**config.mk**
```make
export PLATFORM = sky130hd
export DESIGN_NAME = clock_flags
export DESIGN_NICKNAME = d
export VERILOG_FILES = /design/src/clock_flags_pkg.sv /design/src/w1c_flag.sv /design/src/tick_div.sv /design/src/clock_flags.sv
export SDC_FILE = /design/constraint.sdc
export NUM_CORES = 1
export LEC_CHECK = 0
export ABC_AREA = 1
export BUFFER_PORTS_ARGS = -buffer_cell sky130_fd_sc_hd__buf_2
export CAP_MARGIN = 20
export CORE_UTILIZATION = 43
export DETAILED_ROUTE_END_ITERATION = 10
export GPL_ROUTABILITY_DRIVEN = 0
export PLACE_DENSITY = 0.76
export SKIP_LAST_GASP = 1
export SLEW_MARGIN = 5
export SYNTH_ARGS = -nofsm -noshare
export SYNTH_HDL_FRONTEND = slang
export SYNTH_HIERARCHICAL = 1
export SYNTH_SLANG_ARGS = --single-unit
```
**constraint.sdc**
```tcl
create_clock -name clk_i -period 1.3 [get_ports clk_i]
set_input_delay 0.195 -clock clk_i [delete_from_list [all_inputs] [get_ports clk_i]]
set_output_delay 0.195 -clock clk_i [all_outputs]
set_load 0.05 [all_outputs]
```
**src/clock_flags_pkg.sv**
```systemverilog
// Purpose: shared constants for the clock flag and synthesiser register block
// Assumes: classic wishbone, 32-bit data, one register per aligned word
// Notes: register indices are word numbers; byte address is index times four
package clock_flags_pkg;
   // ***************************************************************
   // bus shape
   // ***************************************************************
   localparam int ADR_W = 8;
   localparam int DAT_W = 32;
   localparam int SEL_W = 4;
   localparam int IDX_W = 6;
   localparam int IDX_LSB = 2;
   // ***************************************************************
   // register indices
   // ***************************************************************
   localparam logic [IDX_W-1:0] IDX_MULT = 6'h00;
   localparam logic [IDX_W-1:0] IDX_REFDIV = 6'h01;
   localparam logic [IDX_W-1:0] IDX_FTEST = 6'h02;
   localparam logic [IDX_W-1:0] IDX_FLAGS = 6'h03;
   localparam logic [IDX_W-1:0] IDX_IRQEN = 6'h04;
   localparam logic [IDX_W-1:0] IDX_SRCSEL = 6'h05;
   // ***************************************************************
   // field widths and positions
   // ***************************************************************
   localparam int MULT_W = 6;
   localparam int REFDIV_W = 4;
   localparam int RATIO_W = 8;
   localparam int DIVOUT_W = 5;
   localparam int BIT_TICK = 7;
   localparam int BIT_POR = 6;
   localparam int BIT_LV = 5;
   localparam int BIT_LOCKCHG = 4;
   localparam int BIT_LOCK = 3;
   localparam int BIT_TRACK = 2;
   localparam int BIT_SCMCHG = 1;
   localparam int BIT_SCM = 0;
   localparam int BIT_SRCSEL = 7;
   localparam logic [7:0] IRQEN_MASK = 8'h92;
   // ***************************************************************
   // reset values and constants
   // ***************************************************************
   localparam logic [MULT_W-1:0] MULT_RST = 6'h00;
   localparam logic [REFDIV_W-1:0] REFDIV_RST = 4'h0;
   localparam logic [7:0] IRQEN_RST = 8'h00;
   localparam logic [7:0] FTEST_VALUE = 8'h00;
   localparam logic [RATIO_W-1:0] MULT_GAIN = 8'h02;
   localparam logic [0:0] BUS_DIV = 1'h1;
endpackage : clock_flags_pkg

```
**src/w1c_flag.sv**
```systemverilog
// Purpose: sticky flag, set by hardware, cleared by writing one
// Assumes: set and clear are single-cycle strobes on clk_i
// Notes: KEEP=1 makes the flag survive system reset
`timescale 1ns/1ps
module w1c_flag #(
   parameter bit KEEP = 1'b0
) (
   input wire logic clk_i,
   input wire logic rst_i,
   input wire logic set_i,
   input wire logic clr_i,
   output logic flag_o
);
   // ***************************************************************
   // flag state
   // ***************************************************************
   // set beats clear so an event landing on a clear is never lost
   always_ff @(posedge clk_i) begin
      if (rst_i && !KEEP) begin
         flag_o <= 1'b0;
      end else if (set_i) begin
         flag_o <= 1'b1;
      end else if (clr_i) begin
         flag_o <= 1'b0;
      end
   end
endmodule : w1c_flag

```
**src/tick_div.sv**
```systemverilog
// Purpose: divides a stream of input ticks by a programmable count plus one
// Assumes: tick_i is a one-cycle strobe on clk_i
// Notes: a change of div_i takes effect at once, compared against the running count
`timescale 1ns/1ps
module tick_div #(
   parameter int W = 4
) (
   input wire logic clk_i,
   input wire logic rst_i,
   input wire logic tick_i,
   input wire logic [W-1:0] div_i,
   output logic tick_o
);
   logic [W-1:0] cnt_q;

   if (W < 1) begin : g_bad_width
      $error("tick_div needs W of at least one");
   end

   // ***************************************************************
   // counter
   // ***************************************************************
   always_ff @(posedge clk_i) begin
      if (rst_i) begin
         cnt_q <= '0;
         tick_o <= 1'b0;
      end else begin
         tick_o <= 1'b0;
         if (tick_i) begin
            if (cnt_q >= div_i) begin
               cnt_q <= '0;
               tick_o <= 1'b1;
            end else begin
               cnt_q <= cnt_q + 1'b1;
            end
         end
      end
   end
endmodule : tick_div

```
**src/clock_flags.sv**
```systemverilog
// Purpose: synthesiser ratio registers, clock status flags and their request
// Assumes: all status inputs synchronous to clk_i; classic wishbone slave
// Notes: the analog loop stays outside; only its lock and track levels and its synth clock ticks enter
`timescale 1ns/1ps
// Function
// - synth ratio is two times multiplier plus one
// - crystal divided by reference divider plus one
// - multiplier writes ignored while synth selected
// - reference divider writes ignored while synth selected
// - accepted ratio write reinitialises lock and track
// - bus clock is selected clock halved
// - factory test register reads zero, ignores writes
// - tick flag set per period, write-one clears
// - power-on flag survives system reset, write-one clears
// - low-voltage flag, zero when detection absent
// - lock change flag set on lock toggle
// - lock status, forced low in self-clock
// - track status, forced low in self-clock
// - self-clock change flag set on status toggle
// - self-clock status shows crystal clock missing
// - tick flag with enable requests interrupt
// - lock change flag with enable requests interrupt
// - self-clock change flag with enable requests interrupt
// - interrupt enable register read and written, only bits 7, 4 and 1 kept
// - multiplier six bits, top two read zero
// - reference divider four bits, top read zero
// - source select picks crystal or synth clock
module clock_flags
   import clock_flags_pkg::*;
#(
   parameter bit LV_PRESENT = 1'b1
) (
   input wire logic clk_i,
   input wire logic rst_i,
   input wire logic wb_cyc_i,
   input wire logic wb_stb_i,
   input wire logic wb_we_i,
   input wire logic [clock_flags_pkg::ADR_W-1:0] wb_adr_i,
   input wire logic [clock_flags_pkg::SEL_W-1:0] wb_sel_i,
   input wire logic [clock_flags_pkg::DAT_W-1:0] wb_dat_i,
   output logic [clock_flags_pkg::DAT_W-1:0] wb_dat_o,
   output logic wb_ack_o,
   input wire logic crystal_tick_i,
   input wire logic synth_tick_i,
   input wire logic periodic_tick_i,
   input wire logic power_on_i,
   input wire logic low_voltage_i,
   input wire logic pll_locked_i,
   input wire logic pll_tracking_i,
   input wire logic selfclock_i,
   output logic irq_o,
   output logic [clock_flags_pkg::RATIO_W-1:0] synth_ratio_o,
   output logic [clock_flags_pkg::DIVOUT_W-1:0] ref_div_o,
   output logic ref_tick_o,
   output logic bus_tick_o,
   output logic pll_source_select_o
);
   import clock_flags_pkg::*;

   if (IDX_LSB + IDX_W != ADR_W) begin : g_bad_split
      $error("address split does not match bus width");
   end

   // ***************************************************************
   // bus decode
   // ***************************************************************
   logic access;
   logic wr;
   logic [IDX_W-1:0] idx;
   logic [7:0] wbyte;
   logic mult_wr;
   logic refdiv_wr;
   logic flags_wr;
   logic ratio_reinit;

   assign access = wb_cyc_i && wb_stb_i && !wb_ack_o;
   assign wr = access && wb_we_i && wb_sel_i[0];
   assign idx = wb_adr_i[ADR_W-1:IDX_LSB];
   assign wbyte = wb_dat_i[7:0];
   assign mult_wr = wr && idx == IDX_MULT && !pll_source_select_o;
   assign refdiv_wr = wr && idx == IDX_REFDIV && !pll_source_select_o;
   assign flags_wr = wr && idx == IDX_FLAGS;
   assign ratio_reinit = mult_wr || refdiv_wr;

   // ***************************************************************
   // ratio registers
   // ***************************************************************
   logic [MULT_W-1:0] mult_q;
   logic [REFDIV_W-1:0] refdiv_q;

   always_ff @(posedge clk_i) begin
      if (rst_i) begin
         mult_q <= MULT_RST;
      end else if (mult_wr) begin
         mult_q <= wbyte[MULT_W-1:0];
      end
   end

   always_ff @(posedge clk_i) begin
      if (rst_i) begin
         refdiv_q <= REFDIV_RST;
      end else if (refdiv_wr) begin
         refdiv_q <= wbyte[REFDIV_W-1:0];
      end
   end

   // loop target ratio and reference division handed to the analog loop
   always_ff @(posedge clk_i) begin
      if (rst_i) begin
         synth_ratio_o <= MULT_GAIN;
         ref_div_o <= DIVOUT_W'(1);
      end else begin
         synth_ratio_o <= RATIO_W'(MULT_GAIN * (RATIO_W'(mult_q) + RATIO_W'(1)));
         ref_div_o <= DIVOUT_W'(refdiv_q) + DIVOUT_W'(1);
      end
   end

   // ***************************************************************
   // source select and clock dividers
   // ***************************************************************
   always_ff @(posedge clk_i) begin
      if (rst_i) begin
         pll_source_select_o <= 1'b0;
      end else if (selfclock_i) begin
         pll_source_select_o <= 1'b0;
      end else if (wr && idx == IDX_SRCSEL) begin
         pll_source_select_o <= wbyte[BIT_SRCSEL];
      end
   end

   // comparison reference: crystal ticks divided by divider plus one
   tick_div #(.W(REFDIV_W)) u_ref_div (
      .clk_i(clk_i),
      .rst_i(rst_i),
      .tick_i(crystal_tick_i),
      .div_i(refdiv_q),
      .tick_o(ref_tick_o)
   );

   logic src_tick;
   assign src_tick = pll_source_select_o ? synth_tick_i : crystal_tick_i;

   // bus rate is always half the selected source
   tick_div #(.W(1)) u_bus_div (
      .clk_i(clk_i),
      .rst_i(rst_i),
      .tick_i(src_tick),
      .div_i(BUS_DIV),
      .tick_o(bus_tick_o)
   );

   // ***************************************************************
   // status bits
   // ***************************************************************
   logic lock_q;
   logic lock_d;
   logic track_q;
   logic scm_q;

   // a ratio write drops lock for one cycle so software sees a fresh acquisition
   assign lock_d = pll_locked_i && !selfclock_i && !ratio_reinit;

   always_ff @(posedge clk_i) begin
      if (rst_i) begin
         lock_q <= 1'b0;
      end else begin
         lock_q <= lock_d;
      end
   end

   always_ff @(posedge clk_i) begin
      if (rst_i) begin
         track_q <= 1'b0;
      end else begin
         track_q <= pll_tracking_i && !selfclock_i && !ratio_reinit;
      end
   end

   always_ff @(posedge clk_i) begin
      if (rst_i) begin
         scm_q <= 1'b0;
      end else begin
         scm_q <= selfclock_i;
      end
   end

   // ***************************************************************
   // sticky flags
   // ***************************************************************
   logic tick_flag;
   logic power_on_flag;
   logic low_voltage_flag;
   logic lock_chg_flag;
   logic scm_chg_flag;
   logic lv_set;

   assign lv_set = LV_PRESENT && low_voltage_i;

   w1c_flag #(.KEEP(1'b0)) u_tick_flag (
      .clk_i(clk_i),
      .rst_i(rst_i),
      .set_i(periodic_tick_i),
      .clr_i(flags_wr && wbyte[BIT_TICK]),
      .flag_o(tick_flag)
   );

   // por and low-voltage flags must outlive the reset they report
   w1c_flag #(.KEEP(1'b1)) u_por_flag (
      .clk_i(clk_i),
      .rst_i(rst_i),
      .set_i(power_on_i),
      .clr_i(flags_wr && wbyte[BIT_POR]),
      .flag_o(power_on_flag)
   );

   w1c_flag #(.KEEP(1'b1)) u_lv_flag (
      .clk_i(clk_i),
      .rst_i(rst_i),
      .set_i(lv_set),
      .clr_i(flags_wr && wbyte[BIT_LV]),
      .flag_o(low_voltage_flag)
   );

   w1c_flag #(.KEEP(1'b0)) u_lock_chg (
      .clk_i(clk_i),
      .rst_i(rst_i),
      .set_i(lock_d != lock_q),
      .clr_i(flags_wr && wbyte[BIT_LOCKCHG]),
      .flag_o(lock_chg_flag)
   );

   w1c_flag #(.KEEP(1'b0)) u_scm_chg (
      .clk_i(clk_i),
      .rst_i(rst_i),
      .set_i(selfclock_i != scm_q),
      .clr_i(flags_wr && wbyte[BIT_SCMCHG]),
      .flag_o(scm_chg_flag)
   );

   logic [7:0] flags_val;
   always_comb begin
      flags_val = 8'h00;
      flags_val[BIT_TICK] = tick_flag;
      flags_val[BIT_POR] = power_on_flag;
      flags_val[BIT_LV] = low_voltage_flag && LV_PRESENT;
      flags_val[BIT_LOCKCHG] = lock_chg_flag;
      flags_val[BIT_LOCK] = lock_q;
      flags_val[BIT_TRACK] = track_q;
      flags_val[BIT_SCMCHG] = scm_chg_flag;
      flags_val[BIT_SCM] = scm_q;
   end

   // ***************************************************************
   // interrupt enable and request
   // ***************************************************************
   logic [7:0] irqen_q;

   always_ff @(posedge clk_i) begin
      if (rst_i) begin
         irqen_q <= IRQEN_RST;
      end else if (wr && idx == IDX_IRQEN) begin
         irqen_q <= wbyte & IRQEN_MASK;
      end
   end

   always_ff @(posedge clk_i) begin
      if (rst_i) begin
         irq_o <= 1'b0;
      end else begin
         irq_o <= (tick_flag && irqen_q[BIT_TICK])
            || (lock_chg_flag && irqen_q[BIT_LOCKCHG])
            || (scm_chg_flag && irqen_q[BIT_SCMCHG]);
      end
   end

   // ***************************************************************
   // read path and acknowledge
   // ***************************************************************
   logic [7:0] rbyte;
   always_comb begin
      unique case (idx)
         IDX_MULT: rbyte = 8'(mult_q);
         IDX_REFDIV: rbyte = 8'(refdiv_q);
         IDX_FTEST: rbyte = FTEST_VALUE;
         IDX_FLAGS: rbyte = flags_val;
         IDX_IRQEN: rbyte = irqen_q;
         IDX_SRCSEL: rbyte = {pll_source_select_o, 7'h00};
         default: rbyte = 8'h00;
      endcase
   end

   // one wait state: answer is registered, unmapped words read zero
   always_ff @(posedge clk_i) begin
      if (rst_i) begin
         wb_ack_o <= 1'b0;
         wb_dat_o <= '0;
      end else begin
         wb_ack_o <= access;
         wb_dat_o <= (access && !wb_we_i) ? DAT_W'(rbyte) : '0;
      end
   end
endmodule : clock_flags

```
==> metrics.txt <==
cell area after layout 3000 um2; DR DRC count 0; drt wl/cell 9.90 um; run status completed; I/O Buffers 52; # diodes 0; Multi-input gate area 1180 um2; Fin Hold WS 67.6 ps; fmax 0.781 GHz; Placed Area 2810 um2; total power per unit cell area 1010 nW/um2; IO Pins 107; total CTS buffers 5; initial antenna violation count 0; Final setup violation count 0; PnR worst setup slack 20.3 ps; Avg Inst Size Synth 7.35 um2; global-route wire length before repair 7760 um; WHS Path Cells 3; Die H 77.7 um; area share of the largest cell type after synthesis 41.4%; Critical Path RT 1540 ps; Post-Place Setup Slack 11.7 ps; Critical Path AT 1520 ps; FF-to-FF End u_ref_div/cnt_q[3]$_SDFFE_PP0P_; Synth-to-Final Area Change 21.8%; clk buf depth 2; register area share after synthesis 41.4%; Clock Root Buffer clkbuf_8; min Tclk post-route 1280 ps; share of cells above drive strength 1 27.2%; Hold Path Sink u_por_flag/flag_o$_SDFFE_PP1P_; Cells after Synth 335; Max FO, Critical Path 4; Initial Utilization 44.7%; Synth cell types 35; die width 77.7 um; H-tree levels 2; Tightest Hold Check Type input port to flip-flop; Clk Latency, worst-skew pair 300 ps; drt pass-1 iters 4; routed via count 2101; area leader, netlist dfxtp_1; Cell Rows 27; Clk pin slew, worst setup/hold paths 90 ps; max-cap violation count 0; total length of routed wires 4720 um; number of DRC violations after detailed-routing iteration 0 83; R2R cell count 8; CP endpoint kind flip-flop; Pwr Total 3.02 mW; top cells by area in the synthesized netlist dfxtp_1, nand2_1, nor2_1; Clock Sinks 51; worst reg2reg path startpoint u_ref_div/cnt_q[2]$_SDFFE_PP0P_; CORE AREA 5510 um2; post-synth design cell area 2460 um2; CTS tree yes; clk_skew 10.7 ps; Pins Over Slew Limit 0; hold_sp power_on_i; Leak 1.55 nW; fin crit share 98.4%; ANT nets after route 0; pin count of the biggest net entering global routing 15; GRT Util Overall 16.3%; vias in the first global route 1845; VDD IR-drop max 0.000544 V; reg-to-reg setup timing slack 20 ps; final hold vios 0; Worst setup SP type flip-flop; post-synthesis register bit count 51; Ys Warns 6; Avg Vias per Cell 4.40; Final Util 54.5%; Fill cells 529; CP Class flip-flop to flip-flop; fin nets 469; hpwl dp 3680 um; register area 1030 um2; total grt overflow 0; Die Area 6040 um2
==> cells in the final DEF, fill, tap and decap left out, types with 7 or more instances in the layout <==
cell / instances
conb_1: 27
nand3_1: 11
o21ai_0: 14
inv_1: 48
nand2_1: 62
buf_2: 52
buf_4: 14
o21ai_1: 7
dfxtp_1: 46
nor2_1: 50
a21oi_1: 9
==> area by class of cell <==
cell class / instances / share of cell area (%)
Tap cell: 72 / 3.00
Multi-Input combinational cell: 225 / 39.4
Timing Repair Buffer: 67 / 12.8
Inverter: 55 / 7.09
Clock buffer: 6 / 2.42
Sequential cell: 51 / 34.2
Clock inverter: 1 / 1.00
==> through the flow <==
stage	instances	TNS, ps
final	477	0
after global routing	477	-209
after CTS	475	0
after detailed placement	468	0
after global placement	468	0
after floorplan	360	0
==> layer usage <==
metal	track usage [%]	routed length (um)	vias to the layer above
met3	3.53	247	8
met5	0	0	-
li1	-	-	1116
met1	19.0	2040	917
met4	6.23	70	0
met2	29.0	2360	60
==> sequential cells by signal, summed over array words and instances, names as in the netlist <==
signal / cells
pll_source_select_o: 1
synth_ratio_o: 7
scm_q: 1
u_lock_chg/flag_o: 1
refdiv_q: 4
wb_dat_o: 8
u_por_flag/flag_o: 1
u_bus_div/tick_o: 1
u_scm_chg/flag_o: 1
ref_div_o: 5
irqen_q: 3
lock_q: 1
u_tick_flag/flag_o: 1
u_ref_div/tick_o: 1
mult_q: 6
track_q: 1
wb_ack_o: 1
u_lv_flag/flag_o: 1
irq_o: 1
u_bus_div/cnt_q: 1
u_ref_div/cnt_q: 4
==> report_power, final <==
| group | switching [mW] | internal, mW |
|---|---|---|
| Combinational | 0.302 | 0.0919 |
| Sequential | 0.0132 | 1.58 |
| Clock | 0.465 | 0.564 |
==> logic make-up (layout without fill, tap and decap cells) <==
group | after synthesis | after routing | synth area share (%)
xor+xnor | 4 | 4 | 1.42
mux | 1 | 1 | 0.406
fa+ha+maj | 7 | 7 | 3.55
flops | 51 | 51 | 41.4
other cells | 2 | 27 | 0.305
simple gates | 148 | 148 | 27.2
compound gates | 38 | 38 | 8.63
buf+inv | 84 | 129 | 17.1
==> synth_stat cells <==
cell type  number
a21oi_1        10
a21oi_2         4
a22oi_1         1
buf_1           1
buf_2           1
buf_4          26
clkbuf_1        1
clkinv_1        1
clkinv_2        1
clkinv_4        1
conb_1          2
dfxtp_1        51
ha_1            7
inv_1          48
inv_2           4
mux2i_1         1
nand2_1        64
nand2_2         1
nand2_4         2
nand3_1        13
nand3_2         1
nand3_4         1
nand3b_1        1
nand4_1         3
nor2_1         53
nor2_2          3
nor2_4          3
nor2_8          1
nor3_1          2
o211ai_1        1
o21a_1          1
o21ai_0        14
o21ai_1         7
xnor2_1         1
xor2_1          3
==> worst max-delay path by stage <==
stage                               startpoint                              end  slack (ps)  depth (start not counted)
2_1_floorplan              wb_ack_o$_SDFF_PP0_   u_lock_chg/flag_o$_SDFFE_PP0P_          20                          9
3_3_place_gp               wb_ack_o$_SDFF_PP0_   u_lock_chg/flag_o$_SDFFE_PP0P_          30                          9
3_5_place_dp               wb_ack_o$_SDFF_PP0_   u_lock_chg/flag_o$_SDFFE_PP0P_          10                          9
4_1_cts               refdiv_q[3]$_SDFFE_PP0P_  u_ref_div/cnt_q[1]$_SDFFE_PP0P_          10                          9
5_1_grt               refdiv_q[3]$_SDFFE_PP0P_  u_ref_div/cnt_q[3]$_SDFFE_PP0P_         -80                          9
6_report       u_ref_div/cnt_q[2]$_SDFFE_PP0P_  u_ref_div/cnt_q[3]$_SDFFE_PP0P_          20                          8
==> what timing repair did <==
action | in CTS | in global routing
setup buffers | 0 | 2
pin swaps | 0 | 6
gates resized for setup | 1 | 15
hold buffers | 0 | 0
endpoints found under the setup margin | 1 | 14
==> critical path, cell delays in order (launching register included) <==
cell      delay, ps
dfxtp_1         420
ha_4            230
nand2_1          70
clkinv_1         70
nand2_1          90
nand3_2          80
nand2_2          90
nand2_4          60
nor2_1           90
Note: power is estimated with default switching activity, not from simulation.
